[src/srcc_defines.svh]
// srcc_defines.svh: offsets, fields, reset values of the capture control
`ifndef SRCC_DEFINES_SVH
`define SRCC_DEFINES_SVH
// ============================================================
// register indices (byte address is four times the index)
`define SRCC_CTRL1_IDX 12'h120
`define SRCC_CTRL2_IDX 12'h121
`define SRCC_STAT_IDX 12'h12f
// ============================================================
// control 1 fields
`define SRCC_FLAGRST_BIT 6
`define SRCC_TRANS_BIT 4
`define SRCC_EDGE_BIT 3
`define SRCC_MODE_MSB 2
`define SRCC_MODE_LSB 1
`define SRCC_CTRL1_WMASK 8'h5e
// control 2 fields
`define SRCC_IGN_MSB 3
`define SRCC_CTRL2_WMASK 8'h0f
// ============================================================
// reset values and mode codes
`define SRCC_CTRL1_RST 8'h00
`define SRCC_CTRL2_RST 8'h00
`define SRCC_MODE_OFF 2'h0
`define SRCC_MODE_CONT 2'h1
`define SRCC_MODE_NSHOT 2'h2
// ============================================================
// bus answers
`define SRCC_RESP_OKAY 2'h0
`define SRCC_RESP_DECERR 2'h3
`endif

[src/srcc_pkg.sv]
// srcc_pkg.sv: types of the capture control
package srcc_pkg;
    // ============================================================
    // n-shot sequencer states
    typedef enum logic [2:0] {
        SHOT_IDLE  = 3'b001,
        SHOT_ARMED = 3'b010,
        SHOT_DONE  = 3'b100
    } srcc_shot_e;
    typedef logic [1:0] srcc_mode_t;
    typedef logic [3:0] srcc_count_t;
endpackage

[src/srcc_edge_if.sv]
// srcc_edge_if.sv: synchronised level and edge strobes of one pin
`timescale 1ns/10ps
`default_nettype none
interface srcc_edge_if;
    logic level;
    logic rise;
    logic fall;
    modport src (output level, output rise, output fall);
    modport snk (input level, input rise, input fall);
endinterface
`default_nettype wire

[src/srcc_edge_det.sv]
// srcc_edge_det.sv: two-flop synchroniser with edge detection
`timescale 1ns/10ps
`default_nettype none
module srcc_edge_det (
    // clock and reset
    input wire logic clk_sys,
    input wire logic rst_n,
    // asynchronous pin
    input wire logic din,
    // synchronised outputs
    srcc_edge_if.src ev
);
    logic meta_q;
    logic sync_q;
    logic prev_q;

    // ============================================================
    // synchroniser: meta_q feeds sync_q only
    always_ff @(posedge clk_sys) begin
        if (!rst_n) begin
            meta_q <= 1'b0;
            sync_q <= 1'b0;
            prev_q <= 1'b0;
        end else begin
            meta_q <= din;
            sync_q <= meta_q;
            prev_q <= sync_q;
        end
    end

    // edges flagged in the same cycle the synchronised level moves
    assign ev.level = sync_q;
    assign ev.rise = sync_q & ~prev_q;
    assign ev.fall = ~sync_q & prev_q;
endmodule
`default_nettype wire

[src/srcc_top.sv]
// srcc_top.sv: sysref capture control with an axi4-lite register slave
// Contract
// [RQ1] select 1: only falling sysref transitions count
// [RQ2] software disables capture before changing polarity
// [RQ3] edge bit picks rising or falling clock
// [RQ4] ignore count zero acts on next transition
// [RQ5] count n skips n transitions, then acts
// [RQ6] mode: off, continuous, or n-shot
// [RQ7] select 0: only rising sysref transitions count
`timescale 1ns/10ps
`default_nettype none
`include "srcc_defines.svh"
module srcc_top (
    // clock and reset
    input wire logic clk_sys,
    input wire logic rst_n,
    // axi4-lite write address
    input wire logic [15:0] s_axi_awaddr,
    input wire logic s_axi_awvalid,
    output logic s_axi_awready,
    // axi4-lite write data
    input wire logic [31:0] s_axi_wdata,
    input wire logic [3:0] s_axi_wstrb,
    input wire logic s_axi_wvalid,
    output logic s_axi_wready,
    // axi4-lite write response
    output logic [1:0] s_axi_bresp,
    output logic s_axi_bvalid,
    input wire logic s_axi_bready,
    // axi4-lite read
    input wire logic [15:0] s_axi_araddr,
    input wire logic s_axi_arvalid,
    output logic s_axi_arready,
    output logic [31:0] s_axi_rdata,
    output logic [1:0] s_axi_rresp,
    output logic s_axi_rvalid,
    input wire logic s_axi_rready,
    // timing pins and captured pulse
    input wire logic sysref_in,
    input wire logic sample_clk_in,
    output logic sysref_pulse
);
    logic aw_hold_q, w_hold_q, w_lane0_q, bvalid_q, rvalid_q;
    logic [15:0] aw_addr_q;
    logic [7:0] w_byte_q, ctrl1_q, ctrl2_q, fire_cnt_q;
    logic [1:0] bresp_q, rresp_q;
    logic [31:0] rdata_q;
    logic do_write, wr_ctrl1, wr_ctrl2, wr_hit, rearm, fire, pulse_q;
    logic trans_sel, edge_sel, sample_evt, sref_now, sref_smp_q, valid_evt;
    srcc_pkg::srcc_mode_t mode;
    srcc_pkg::srcc_count_t ign, seen_q;
    srcc_pkg::srcc_shot_e shot_q;

    srcc_edge_if clk_ev ();
    srcc_edge_if sref_ev ();

    // ============================================================
    // pin synchronisers
    srcc_edge_det u_clk_det (
        .clk_sys(clk_sys),
        .rst_n(rst_n),
        .din(sample_clk_in),
        .ev(clk_ev)
    );
    srcc_edge_det u_sref_det (
        .clk_sys(clk_sys),
        .rst_n(rst_n),
        .din(sysref_in),
        .ev(sref_ev)
    );

    // ============================================================
    // address decode: word index in addr[13:2], upper bits zero
    function automatic logic idx_hit(input logic [15:0] a,
                                     input logic [11:0] idx);
        idx_hit = (a[15:14] == 2'h0) && (a[13:2] == idx);
    endfunction

    // ============================================================
    // write channel: address and data taken in either order
    assign s_axi_awready = !aw_hold_q && !bvalid_q;
    assign s_axi_wready = !w_hold_q && !bvalid_q;
    assign do_write = aw_hold_q && w_hold_q && !bvalid_q;
    assign wr_ctrl1 = do_write && w_lane0_q
                      && idx_hit(aw_addr_q, `SRCC_CTRL1_IDX);
    assign wr_ctrl2 = do_write && w_lane0_q
                      && idx_hit(aw_addr_q, `SRCC_CTRL2_IDX);
    assign wr_hit = idx_hit(aw_addr_q, `SRCC_CTRL1_IDX)
                    || idx_hit(aw_addr_q, `SRCC_CTRL2_IDX)
                    || idx_hit(aw_addr_q, `SRCC_STAT_IDX);

    always_ff @(posedge clk_sys) begin
        if (!rst_n) begin
            aw_hold_q <= 1'b0;
            aw_addr_q <= 16'h0000;
        end else if (s_axi_awvalid && s_axi_awready) begin
            aw_hold_q <= 1'b1;
            aw_addr_q <= s_axi_awaddr;
        end else if (do_write) begin
            aw_hold_q <= 1'b0;
        end
    end

    always_ff @(posedge clk_sys) begin
        if (!rst_n) begin
            w_hold_q <= 1'b0;
            w_byte_q <= 8'h00;
            w_lane0_q <= 1'b0;
        end else if (s_axi_wvalid && s_axi_wready) begin
            w_hold_q <= 1'b1;
            w_byte_q <= s_axi_wdata[7:0];
            w_lane0_q <= s_axi_wstrb[0];
        end else if (do_write) begin
            w_hold_q <= 1'b0;
        end
    end

    // response one cycle after both halves are held
    always_ff @(posedge clk_sys) begin
        if (!rst_n) begin
            bvalid_q <= 1'b0;
            bresp_q <= `SRCC_RESP_OKAY;
        end else if (do_write) begin
            bvalid_q <= 1'b1;
            bresp_q <= wr_hit ? `SRCC_RESP_OKAY : `SRCC_RESP_DECERR;
        end else if (s_axi_bready) begin
            bvalid_q <= 1'b0;
        end
    end
    assign s_axi_bvalid = bvalid_q;
    assign s_axi_bresp = bresp_q;

    // ============================================================
    // configuration registers; reserved bits stay zero
    always_ff @(posedge clk_sys) begin
        if (!rst_n) begin
            ctrl1_q <= `SRCC_CTRL1_RST;
        end else if (wr_ctrl1) begin
            ctrl1_q <= w_byte_q & `SRCC_CTRL1_WMASK;
        end
    end
    always_ff @(posedge clk_sys) begin
        if (!rst_n) begin
            ctrl2_q <= `SRCC_CTRL2_RST;
        end else if (wr_ctrl2) begin
            ctrl2_q <= w_byte_q & `SRCC_CTRL2_WMASK;
        end
    end
    assign mode = ctrl1_q[`SRCC_MODE_MSB:`SRCC_MODE_LSB];
    assign trans_sel = ctrl1_q[`SRCC_TRANS_BIT];
    assign edge_sel = ctrl1_q[`SRCC_EDGE_BIT];
    assign ign = ctrl2_q[`SRCC_IGN_MSB:0];

    // ============================================================
    // read channel: data registered, answer one cycle after address
    assign s_axi_arready = !rvalid_q;
    always_ff @(posedge clk_sys) begin
        if (!rst_n) begin
            rvalid_q <= 1'b0;
            rresp_q <= `SRCC_RESP_OKAY;
            rdata_q <= 32'h00000000;
        end else if (s_axi_arvalid && s_axi_arready) begin
            rvalid_q <= 1'b1;
            rresp_q <= `SRCC_RESP_OKAY;
            if (idx_hit(s_axi_araddr, `SRCC_CTRL1_IDX)) begin
                rdata_q <= {24'h000000, ctrl1_q};
            end else if (idx_hit(s_axi_araddr, `SRCC_CTRL2_IDX)) begin
                rdata_q <= {24'h000000, ctrl2_q};
            end else if (idx_hit(s_axi_araddr, `SRCC_STAT_IDX)) begin
                rdata_q <= {16'h0000, fire_cnt_q, 1'b0,
                            shot_q == srcc_pkg::SHOT_DONE,
                            shot_q == srcc_pkg::SHOT_ARMED,
                            sref_smp_q, seen_q};
            end else begin
                rdata_q <= 32'h00000000;
                rresp_q <= `SRCC_RESP_DECERR;
            end
        end else if (s_axi_rready) begin
            rvalid_q <= 1'b0;
        end
    end
    assign s_axi_rvalid = rvalid_q;
    assign s_axi_rresp = rresp_q;
    assign s_axi_rdata = rdata_q;

    // ============================================================
    // sampling: sysref taken on the selected sample-clock edge
    assign sample_evt = edge_sel ? clk_ev.fall : clk_ev.rise; // [RQ3]
    assign sref_now = sref_ev.level;

    // tracked in every mode so enabling never sees a stale edge;
    // a polarity change while enabled may fake one event [RQ2]
    always_ff @(posedge clk_sys) begin
        if (!rst_n) begin
            sref_smp_q <= 1'b0;
        end else if (sample_evt) begin
            sref_smp_q <= sref_now;
        end
    end

    // valid transition of the selected polarity
    assign valid_evt = sample_evt && (trans_sel
        ? (sref_smp_q && !sref_now)   // [RQ1]
        : (!sref_smp_q && sref_now)); // [RQ7]

    // ============================================================
    // n-shot sequencer; any config write re-arms it
    assign rearm = wr_ctrl1 || wr_ctrl2;
    always_ff @(posedge clk_sys) begin
        if (!rst_n) begin
            shot_q <= srcc_pkg::SHOT_IDLE;
            seen_q <= 4'h0;
        end else if (rearm || mode != `SRCC_MODE_NSHOT) begin
            shot_q <= srcc_pkg::SHOT_ARMED;
            seen_q <= 4'h0;
        end else begin
            unique case (shot_q)
                srcc_pkg::SHOT_IDLE: begin
                    shot_q <= srcc_pkg::SHOT_ARMED;
                end
                srcc_pkg::SHOT_ARMED: begin
                    if (valid_evt && seen_q == ign) begin
                        shot_q <= srcc_pkg::SHOT_DONE; // [RQ4]
                    end else if (valid_evt) begin
                        seen_q <= seen_q + 4'h1; // [RQ5]
                    end
                end
                srcc_pkg::SHOT_DONE: begin
                    shot_q <= srcc_pkg::SHOT_DONE;
                end
            endcase
        end
    end

    // mode 11 acts as disabled
    always_comb begin
        unique case (mode)
            `SRCC_MODE_CONT: fire = valid_evt; // [RQ6]
            `SRCC_MODE_NSHOT: fire = valid_evt && !rearm
                && shot_q == srcc_pkg::SHOT_ARMED && seen_q == ign; // [RQ6]
            default: fire = 1'b0; // [RQ6]
        endcase
    end

    // registered one-cycle pulse to the link timing logic
    always_ff @(posedge clk_sys) begin
        if (!rst_n) begin
            pulse_q <= 1'b0;
            fire_cnt_q <= 8'h00;
        end else begin
            pulse_q <= fire;
            fire_cnt_q <= fire_cnt_q + {7'h00, fire};
        end
    end
    assign sysref_pulse = pulse_q;
endmodule
`default_nettype wire

[config.mk]
export PLATFORM = sky130hd
export DESIGN_NAME = srcc_top
export DESIGN_NICKNAME = d
export VERILOG_FILES = /design/src/srcc_pkg.sv /design/src/srcc_edge_if.sv /design/src/srcc_edge_det.sv /design/src/srcc_top.sv
export VERILOG_INCLUDE_DIRS = /design/src
export SDC_FILE = /design/constraint.sdc
export NUM_CORES = 1
export LEC_CHECK = 0
export BUFFER_PORTS_ARGS = -buffer_cell sky130_fd_sc_hd__buf_2
export CAP_MARGIN = 10
export CORE_ASPECT_RATIO = 0.9
export CORE_MARGIN = 2
export CORE_UTILIZATION = 53
export DETAILED_ROUTE_END_ITERATION = 7
export PLACE_DENSITY = 0.85
export SLEW_MARGIN = 5
export SYNTH_ARGS = -nofsm -noshare
export SYNTH_HDL_FRONTEND = slang
export SYNTH_SLANG_ARGS = --single-unit
[constraint.sdc]
create_clock -name clk_sys -period 4.8 [get_ports clk_sys]
set_clock_uncertainty 0.15 [all_clocks]
set_input_delay 0 -clock clk_sys [delete_from_list [all_inputs] [get_ports clk_sys]]
set_output_delay 0 -clock clk_sys [all_outputs]
set_load 0.01 [all_outputs]
======== After elaboration in Yosys (flattened, before gate mapping) ========
Cells that the tools add are included.
word-level totals
  word-level logic and storage cells ...... 108
  memories kept ........................... 0
  input port bits ......................... 77
  output and inout port bits .............. 42
  RAM bits ................................ 0
  register bits after elaboration ......... 95
  bits in latches ......................... 0
  ROM bits ................................ 0
cells by class
  bitwise gates (word level) .............. 6
  equality and inequality tests ........... 15
  divide/modulo/power cells ............... 0
  shift operators ......................... 0
  muxes and demuxes ....................... 20
  order comparisons ....................... 0
  add/subtract/negate cells ............... 2
  reductions and logical operators ........ 42
  $mul .................................... 0
operators by type and width
  operator                                               count
  equality test 12 x 9 -> 1 bit (second input constant)  6
  2-to-1 mux 16 bit                                      3
  logical AND 1 bit                                      23
  2-to-1 mux 2 bit                                       5
  2-to-1 mux 1 bit                                       9
  one-hot mux 3 bit (3 select lines)                     1
  adder 8 x 1 -> 8 bit                                   1
  nonzero test 2 bit                                     4
  zero test 1 bit                                        7
  adder 4 x 1 -> 4 bit (second input constant)           1
  equality test 4 bit                                    1
  zero test 2 bit                                        2
  logical OR 1 bit                                       4
  inequality test 2 bit (second input constant)          2
  NOT 1 bit                                              4
  equality test 3 x 1 -> 1 bit (second input constant)   1
  equality test 3 x 2 -> 1 bit (second input constant)   1
  equality test 3 bit (second input constant)            1
  2-to-1 mux 3 bit                                       1
  inequality test 3 bit (second input constant)          1
  AND reduction 3 bit                                    1
  AND 1 bit                                              2
  equality test 2 x 1 -> 1 bit (second input constant)   1
  equality test 2 bit (second input constant)            1
  2 further kinds                                        2

======== Logic depth before layout (Yosys ltp) ========
Gate-level depths: netlist of the first run.
  word-level depth ........................ 11
  depth in mapped cells ................... 9
  mapped depth without buffers ............ 9

======== Modules after synthesis ========
Synthesis of the first run repeated with hierarchy kept, for this count alone.
second synthesis, totals
  cells, all modules ...................... 358
  area, all modules ....................... 3286.9 sq um
modules (own cells, without submodules)
  module         area an instance (sq um)  cells each  times used  seq. area each (sq um)
  srcc_top       3104.2                    342         1           1361.3
  srcc_edge_det  91.3                      8           2           60.1

======== Worst setup path before layout of the first run ========
No wires, ideal clock.
  path kind ............................... flip-flop to flip-flop
  start ................................... register seen_q[2]
  end ..................................... register fire_cnt_q[6]
  path slack .............................. 2.328 ns
  cell stages (with the launch flop) ...... 9
  arrival ................................. 2.252 ns
  setup time .............................. 0.070 ns
  required time ........................... 4.580 ns
  path buffers ............................ 0
  clock period less this slack ............ 2.472 ns
  cells stage by stage .................... dfxtp_1 xor2_1 nor4_4 o2111ai_1 a211oi_1 ha_1 nand4_1 or3_1 a21oi_1
between the ends
  longest elaborated chain between the ends .. 4
ends and longest elaborated chain
  item                                line             RTL
  from (decl)                         srcc_top.sv:51   srcc_pkg::srcc_count_t ign, seen_q;
  from (signal assigned)              srcc_top.sv:225  seen_q <= seen_q + 4'h1;
  equality test 4 bit                 srcc_top.sv:240  && shot_q == srcc_pkg::SHOT_ARMED && seen_q == ign;
  logical AND 1 bit                   srcc_top.sv:240
  one-hot mux 1 bit (2 select lines)  srcc_top.sv:237  unique case (mode)
  net fire                            srcc_top.sv:48   logic do_write, wr_ctrl1, wr_ctrl2, wr_hit, rearm, fire, pulse_q;
  adder 8 x 1 -> 8 bit                srcc_top.sv:252  fire_cnt_q <= fire_cnt_q + {7'h00, fire};
  to (signal assigned)                srcc_top.sv:252
  to (decl)                           srcc_top.sv:45   logic [7:0] w_byte_q, ctrl1_q, ctrl2_q, fire_cnt_q;
The timed path passes the listed nets, and every way through them passes these cells.
A chain may end at the register's enable or synchronous reset.

======== Worst setup path after layout of the first run ========
Same ends and word-level chain as after synthesis.

==> impl_metrics.json, run 1 <==
{
  "hold_start": "s_axi_arvalid",
  "cts_sinks": 73,
  "grt_pass1_wl_um": 10500,
  "synthDistinctLibCells": 53,
  "synth_edf_count": 0,
  "area_delta_synth_final_pct": 25.4,
  "worstSetupPathType": "reg -> reg",
  "rsz0062_at_grt": "false",
  "antenna_found_initial": 0,
  "ys.flop_type": "dfxtp_1",
  "synth-seq-cells": 73,
  "dieArea_um2": 6570,
  "relSlewSlack_pct": 52.2,
  "firstDrtPassIters": 4,
  "slew_violations": 0,
  "die_width_um": 85.2,
  "ios": 119,
  "grtUsageTotal_pct": 19.8,
  "synth_most_common_cell": "dfxtp_1",
  "finalCritPeriodShare_pct": 60.5,
  "initial_core_util_pct": 55.3,
  "leakage_uw": 0.00169,
  "yosys.area.top_type_share_pct": 46.5,
  "setup_violations": 0,
  "cts_tree": "done",
  "worst-slew-pin-transition_ns": 0.717,
  "htree_num_levels": 3,
  "syn_area_per_cell_um2": 9.20,
  "setup.worst_path.start": "seen_q[2]",
  "drt_iter0_drc": 190,
  "synth.cell_area_um2": 3150,
  "end_kind": "flop",
  "p_per_area_nw_per_um2": 309,
  "outcome": "finished, final reports clean",
  "hpwl_um": 4280,
  "drt-total-wl_um": 6290,
  "vias_per_cell": 5.17,
  "ctsResizeCount": 0,
  "cts-buffers-inserted": 9,
  "vias": 2640,
  "fin_area_um2": 3940,
  "synthCells": 342,
  "reg2reg_depth": 8,
  "cp.arrival_ns": 3.02,
  "whs_ns": 0.0111,
  "layout.nets": 518,
  "fp-row-count": 26,
  "hold_viol": 0,
  "synth-async-reset-ratio_pct": 0,
  "root_buffer": "clkbuf_8",
  "clk_pin_slew_worst_paths_ns": 0.07,
  "holdPathStages": 3,
  "r2r-start": "seen_q[2]",
  "startpoint_type": "flop",
  "drc": 0,
  "finalWeightedCongestion": 0.892,
  "fin_crit_ns": 2.90,
  "coreArea_um2": 5690,
  "peakVddDrop_v": 0.000222,
  "final.setup.tns_ns": 0,
  "first_global_vias": 2393,
  "dieHeight_um": 77.1,
  "max_freq_mhz": 344,
  "synth.yosys.seq_area_share_pct": 46.5,
  "synth.area.top_cells": "dfxtp_1, nand2_1, mux2i_1, a21oi_1, buf_4",
  "routedWlPerCell_um": 12.3,
  "synth_commonest_cells": "dfxtp_1, nand2_1, a21oi_1",
  "dpl_cell_area_um2": 3450,
  "hold_class": "in -> reg",
  "yosys.area.top_type": "dfxtp_1",
  "worstSkewPairLatency_ns": 0.34,
  "drv_cap": 0,
  "worstPathRequired_ns": 4.91,
  "overflow": 0,
  "cts.path.max_buffers": 2,
  "cp_max_fo": 7,
  "drive_gt1_share_pct": 22.2,
  "grt_start_max_net_pins": 42,
  "drtAntennaViolNets": 0,
  "diodes": 0,
  "port_buffers": 68,
  "yosys_warnings": 0
}
## through the flow
step | utilization, % | cells | setup WS [ns] | total power (uW)
floorplan | - | 358 | 2.33 | 721
global placement | 60.5 | 465 | 2.04 | 740
detailed placement | 60.5 | 465 | 2.01 | 744
CTS | 69.3 | 511 | 1.92 | 1230
global route | 69.3 | 511 | 1.75 | 1270
finish | 69.3 | 511 | 1.90 | 1220
## registers in the layout, indices dropped and copies added, names as in the netlist, 3 cells and up
name,flops
shot_q,3
aw_addr_q,14
s_axi_rdata,15
seen_q,4
ctrl1_q,5
w_byte_q,6
ctrl2_q,4
fire_cnt_q,8
## layout by cell type (no fill, tap or decap), drive strengths merged, types with 3 or more instances in the layout
cell type / count
a21oi: 30
a22o: 9
a22oi: 5
and2: 8
and3b: 3
buf: 69
clkbuf: 11
clkinv: 3
conb: 17
dfxtp: 73
dlygate4sd3: 30
ha: 5
inv: 8
mux2: 3
mux2i: 16
nand2: 54
nand3: 5
nor2: 21
nor3: 4
nor3b: 4
nor4: 3
nor4b: 3
o21ai: 8
or3: 9
xor2: 8
## metal layers
layer | wire length (um) | vias up | track usage [%]
li1 | - | 1350 | -
met3 | 428 | 10 | 6.67
met5 | 0 | - | 0
met2 | 2900 | 97 | 32.3
met4 | 113 | 0 | 6.51
met1 | 2850 | 1183 | 24.5
## power breakdown
| part | switching (uW) | total (uW) | internal (uW) |
|---|---|---|---|
| registers | 12.0 | 636 | 624 |
| clock network | 218 | 470 | 252 |
| logic | 58.8 | 113 | 54.1 |
## final cells by class
type,instances,area (um^2)
flip-flops and latches,73,1460
repair buffers,99,648
clock buffers,11,141
fillers,457,1750
well taps,70,87.6
clock inverters,5,55.1
inverters,9,33.8
multi-input cells,244,1520
## what timing repair did
action | in CTS | in global routing
hold endpoints to repair | 41 | 0
setup buffers | 0 | 0
hold buffers | 30 | 0
## cell families after synthesis
| kind of cell | share of synthesized area (%) |
|---|---|
| and+or+nand+nor | 21.6 |
| adders and majority gates | 1.99 |
| muxes | 6.17 |
| xor gates and xnor gates | 2.78 |
| other | 0.119 |
| buffers and inverters | 7.24 |
| DFF | 46.5 |
| AOI/OAI and AO/OA | 13.6 |
## final timing paths
path | endpoint | slack [ns]
hold / removal | s_axi_rvalid | 0.01
hold reg to reg | u_sref_det.ev.level | 0.29
setup reg to reg | fire_cnt_q[6] | 1.90
setup / recovery | fire_cnt_q[6] | 1.90
## critical path, stage by stage, from the launching register on
cell and delay (ns):
dfxtp_1 0.43, xor2_1 0.14, nor4_4 0.46, o2111ai_1 0.23
a211oi_1 0.42, ha_1 0.27, nand4_1 0.16, or3_1 0.39
a21oi_1 0.16
(Power assumes the default switching activity.)
==> run 2: changes to the inputs <==
ABC_AREA = 1   (was not set)
CORE_UTILIZATION = 45   (was 53)
PLACE_DENSITY = 0.76   (was 0.85)
clock period = 2.55 ns   (was 4.8 ns; I/O delays follow)
==> impl_metrics.json, run 2 <==
{
  "slowest_delay_ns": 0.38,
  "grtUsageTotal_pct": 19.2,
  "drtAntennaViolNets": 0,
  "root_buffer": "clkbuf_8",
  "area_delta_synth_final_pct": 30.1,
  "largest_reg_flops": 15,
  "path_cells": "nand2_1 > inv_1 > nor2_1 > nor2_1 > nand2_2 > nor2_2 > nand3_1 > nand2_1 > nand2_2 > inv_2 > ha_1 > nand2_1 > inv_1 > nand2_2 > nor2_4 > nand2_2 > nor2_4 > nand2_1 > o21ai_1 > a21oi_1",
  "synth.area.top_cells": "dfxtp_1, nand2_1, nor2_1, a21oi_1, inv_1",
  "dpl_cell_area_um2": 3720,
  "holdPathStages": 4,
  "p_switching_uw": 602,
  "drt_iter0_drc": 136,
  "synth_most_common_cell": "dfxtp_1",
  "vias": 3108,
  "yosys.area.top_type": "dfxtp_1",
  "end_kind": "flop",
  "synthCells": 445,
  "cp.arrival_ns": 2.40,
  "dieArea_um2": 8210,
  "worst-slew-pin-transition_ns": 0.782,
  "critPathSlowestCell": "dfxtp_4",
  "drv_cap": 0,
  "firstDrtPassIters": 4,
  "r2r-start": "seen_q[1]",
  "synth_edf_count": 0,
  "vias_per_cell": 4.79,
  "cts-buffers-inserted": 9,
  "finalCritPeriodShare_pct": 90.8,
  "drc": 0,
  "setup_violations": 0,
  "synth.cell_area_um2": 3370,
  "worstSkewPairLatency_ns": 0.34,
  "swShare_pct": 23.4,
  "cts.path.max_buffers": 2,
  "whs_ns": 0.0192,
  "pwr-share-clk_pct": 42.3,
  "p_per_area_nw_per_um2": 587,
  "grt_pass1_wl_um": 12400,
  "reg2reg_depth": 20,
  "crit_family": "simple AND/OR/NAND/NOR gates",
  "slew_violations": 0,
  "hold_class": "in -> reg",
  "hold_path_end": "u_clk_det.ev.level",
  "first_global_vias": 2841,
  "path_buf_inv": 3,
  "routedWlPerCell_um": 11.6,
  "layout.nets": 633,
  "ios": 119,
  "peakVddDrop_v": 0.000311,
  "worstPathRequired_ns": 2.63,
  "drive_gt1_share_pct": 25.7,
  "synthDistinctLibCells": 35,
  "place_inst": 594,
  "yosys_warnings": 0,
  "dieHeight_um": 86.1,
  "die_width_um": 95.3,
  "r2r_slack_ns": 0.23,
  "startpoint_type": "flop",
  "reg2reg_to": "fire_cnt_q[7]",
  "outcome": "finished, final reports clean",
  "power_frac_seq_pct": 46.9,
  "fin_crit_ns": 2.32,
  "coreArea_um2": 7150,
  "most-common-layout-cells": "buf_2, dfxtp_1, nand2_1, nor2_1, inv_1",
  "hold_start": "rst_n",
  "cts_sinks": 73,
  "finalWeightedCongestion": 0.762,
  "fp-row-count": 29,
  "synth_commonest_cells": "dfxtp_1, nand2_1, nor2_1",
  "port_buffers": 68,
  "leakage_uw": 0.00209,
  "initial_core_util_pct": 47.2,
  "ys.flop_type": "dfxtp_1",
  "intPower_uw": 1970,
  "final-instance-count-excl-fill": 649,
  "worst_slack_ns": 0.235,
  "clk_pin_slew_worst_paths_ns": 0.07,
  "yosys.area.top_type_share_pct": 43.3,
  "diodes": 0,
  "worstSetupPathType": "reg -> reg",
  "relSlewSlack_pct": 47.8,
  "cts_tree": "done",
  "synth-seq-cells": 73,
  "power_frac_comb_pct": 10.8,
  "synth-async-reset-ratio_pct": 0,
  "grt_start_max_net_pins": 40,
  "synth.yosys.seq_area_share_pct": 43.3,
  "htree_num_levels": 3,
  "fin_area_um2": 4390,
  "hpwl_um": 4980,
  "syn_area_per_cell_um2": 7.58,
  "cp_max_fo": 6,
  "drt-total-wl_um": 7540,
  "hold_viol": 0,
  "dp_slack_ns": 0.101,
  "max_freq_mhz": 432,
  "fin_util_pct": 61.4,
  "overflow": 0,
  "final_common_cell": "buf_2",
  "antenna_found_initial": 0
}
## run 2: cell type report
cell class                      count  area (um^2)
Sequential cell                    73         1480
Fill cell                         628         2760
Timing Repair Buffer              112          753
Clock buffer                       10          138
Multi-Input combinational cell    297         1580
Clock inverter                      6          105
Inverter                           58          218
Tap cell                           93          116
## run 2: kinds of logic after synthesis
group,synth area share (%)
AOI/OAI and AO/OA,14.4
xor gates and xnor gates,1.56
adders and majority gates,1.85
buffers and inverters,12.6
DFF,43.3
other,0.111
and+or+nand+nor,26.2
## run 2: per-stage QoR
stage,setup TNS [ns],power (uW)
2_1_floorplan,0,1410
3_3_place_gp,0,1460
3_5_place_dp,0,1470
4_1_cts,0,2580
5_1_grt,-0.0299,2680
6_report,0,2580
## run 2: power by group through the flow
stage,Clock [uW],Combinational [uW],Sequential [uW]
global placement,0,227,1240
finish,1090,278,1210
detailed placement,0,233,1240
CTS,1100,271,1210
global route,1150,314,1210
floorplan,0,174,1240
## run 2: timing repair
action / 4_1_cts / 5_1_grt
hold endpoints to repair: 36 / 0
setup buffers: 0 / 6
setup endpoints to repair: 0 / 2
gates resized for setup: 0 / 23
hold buffers: 33 / 0
## run 2: metal layers
metal	global-route usage, %	vias up	wire length [um]
met2	33.0	84	3790
met1	23.6	1396	3240
met3	3.51	15	374
met5	0	-	0
met4	7.51	0	138
li1	-	1613	-
## run 2: worst reg2reg max path: cells and delay by family (launching register included)
family,cells,cell delay [ns]
AO/OA/AOI/OAI,2,0.19
adder cells (fa/ha/maj),1,0.12
buffers and inverters,3,0.20
flip-flops,1,0.38
AND/OR/NAND/NOR,14,1.18
## run 2: worst max-delay path by stage
stage / start / slack, ns / cells after the start / to
global route: seen_q[2] / -0.03 / 18 / fire_cnt_q[7]
detailed placement: seen_q[1] / 0.10 / 20 / fire_cnt_q[7]
global placement: seen_q[1] / 0.17 / 20 / fire_cnt_q[7]
finish: seen_q[1] / 0.23 / 20 / fire_cnt_q[7]
floorplan: s_axi_bvalid / 0.33 / 20 / fire_cnt_q[7]
CTS: seen_q[1] / 0.08 / 20 / fire_cnt_q[7]
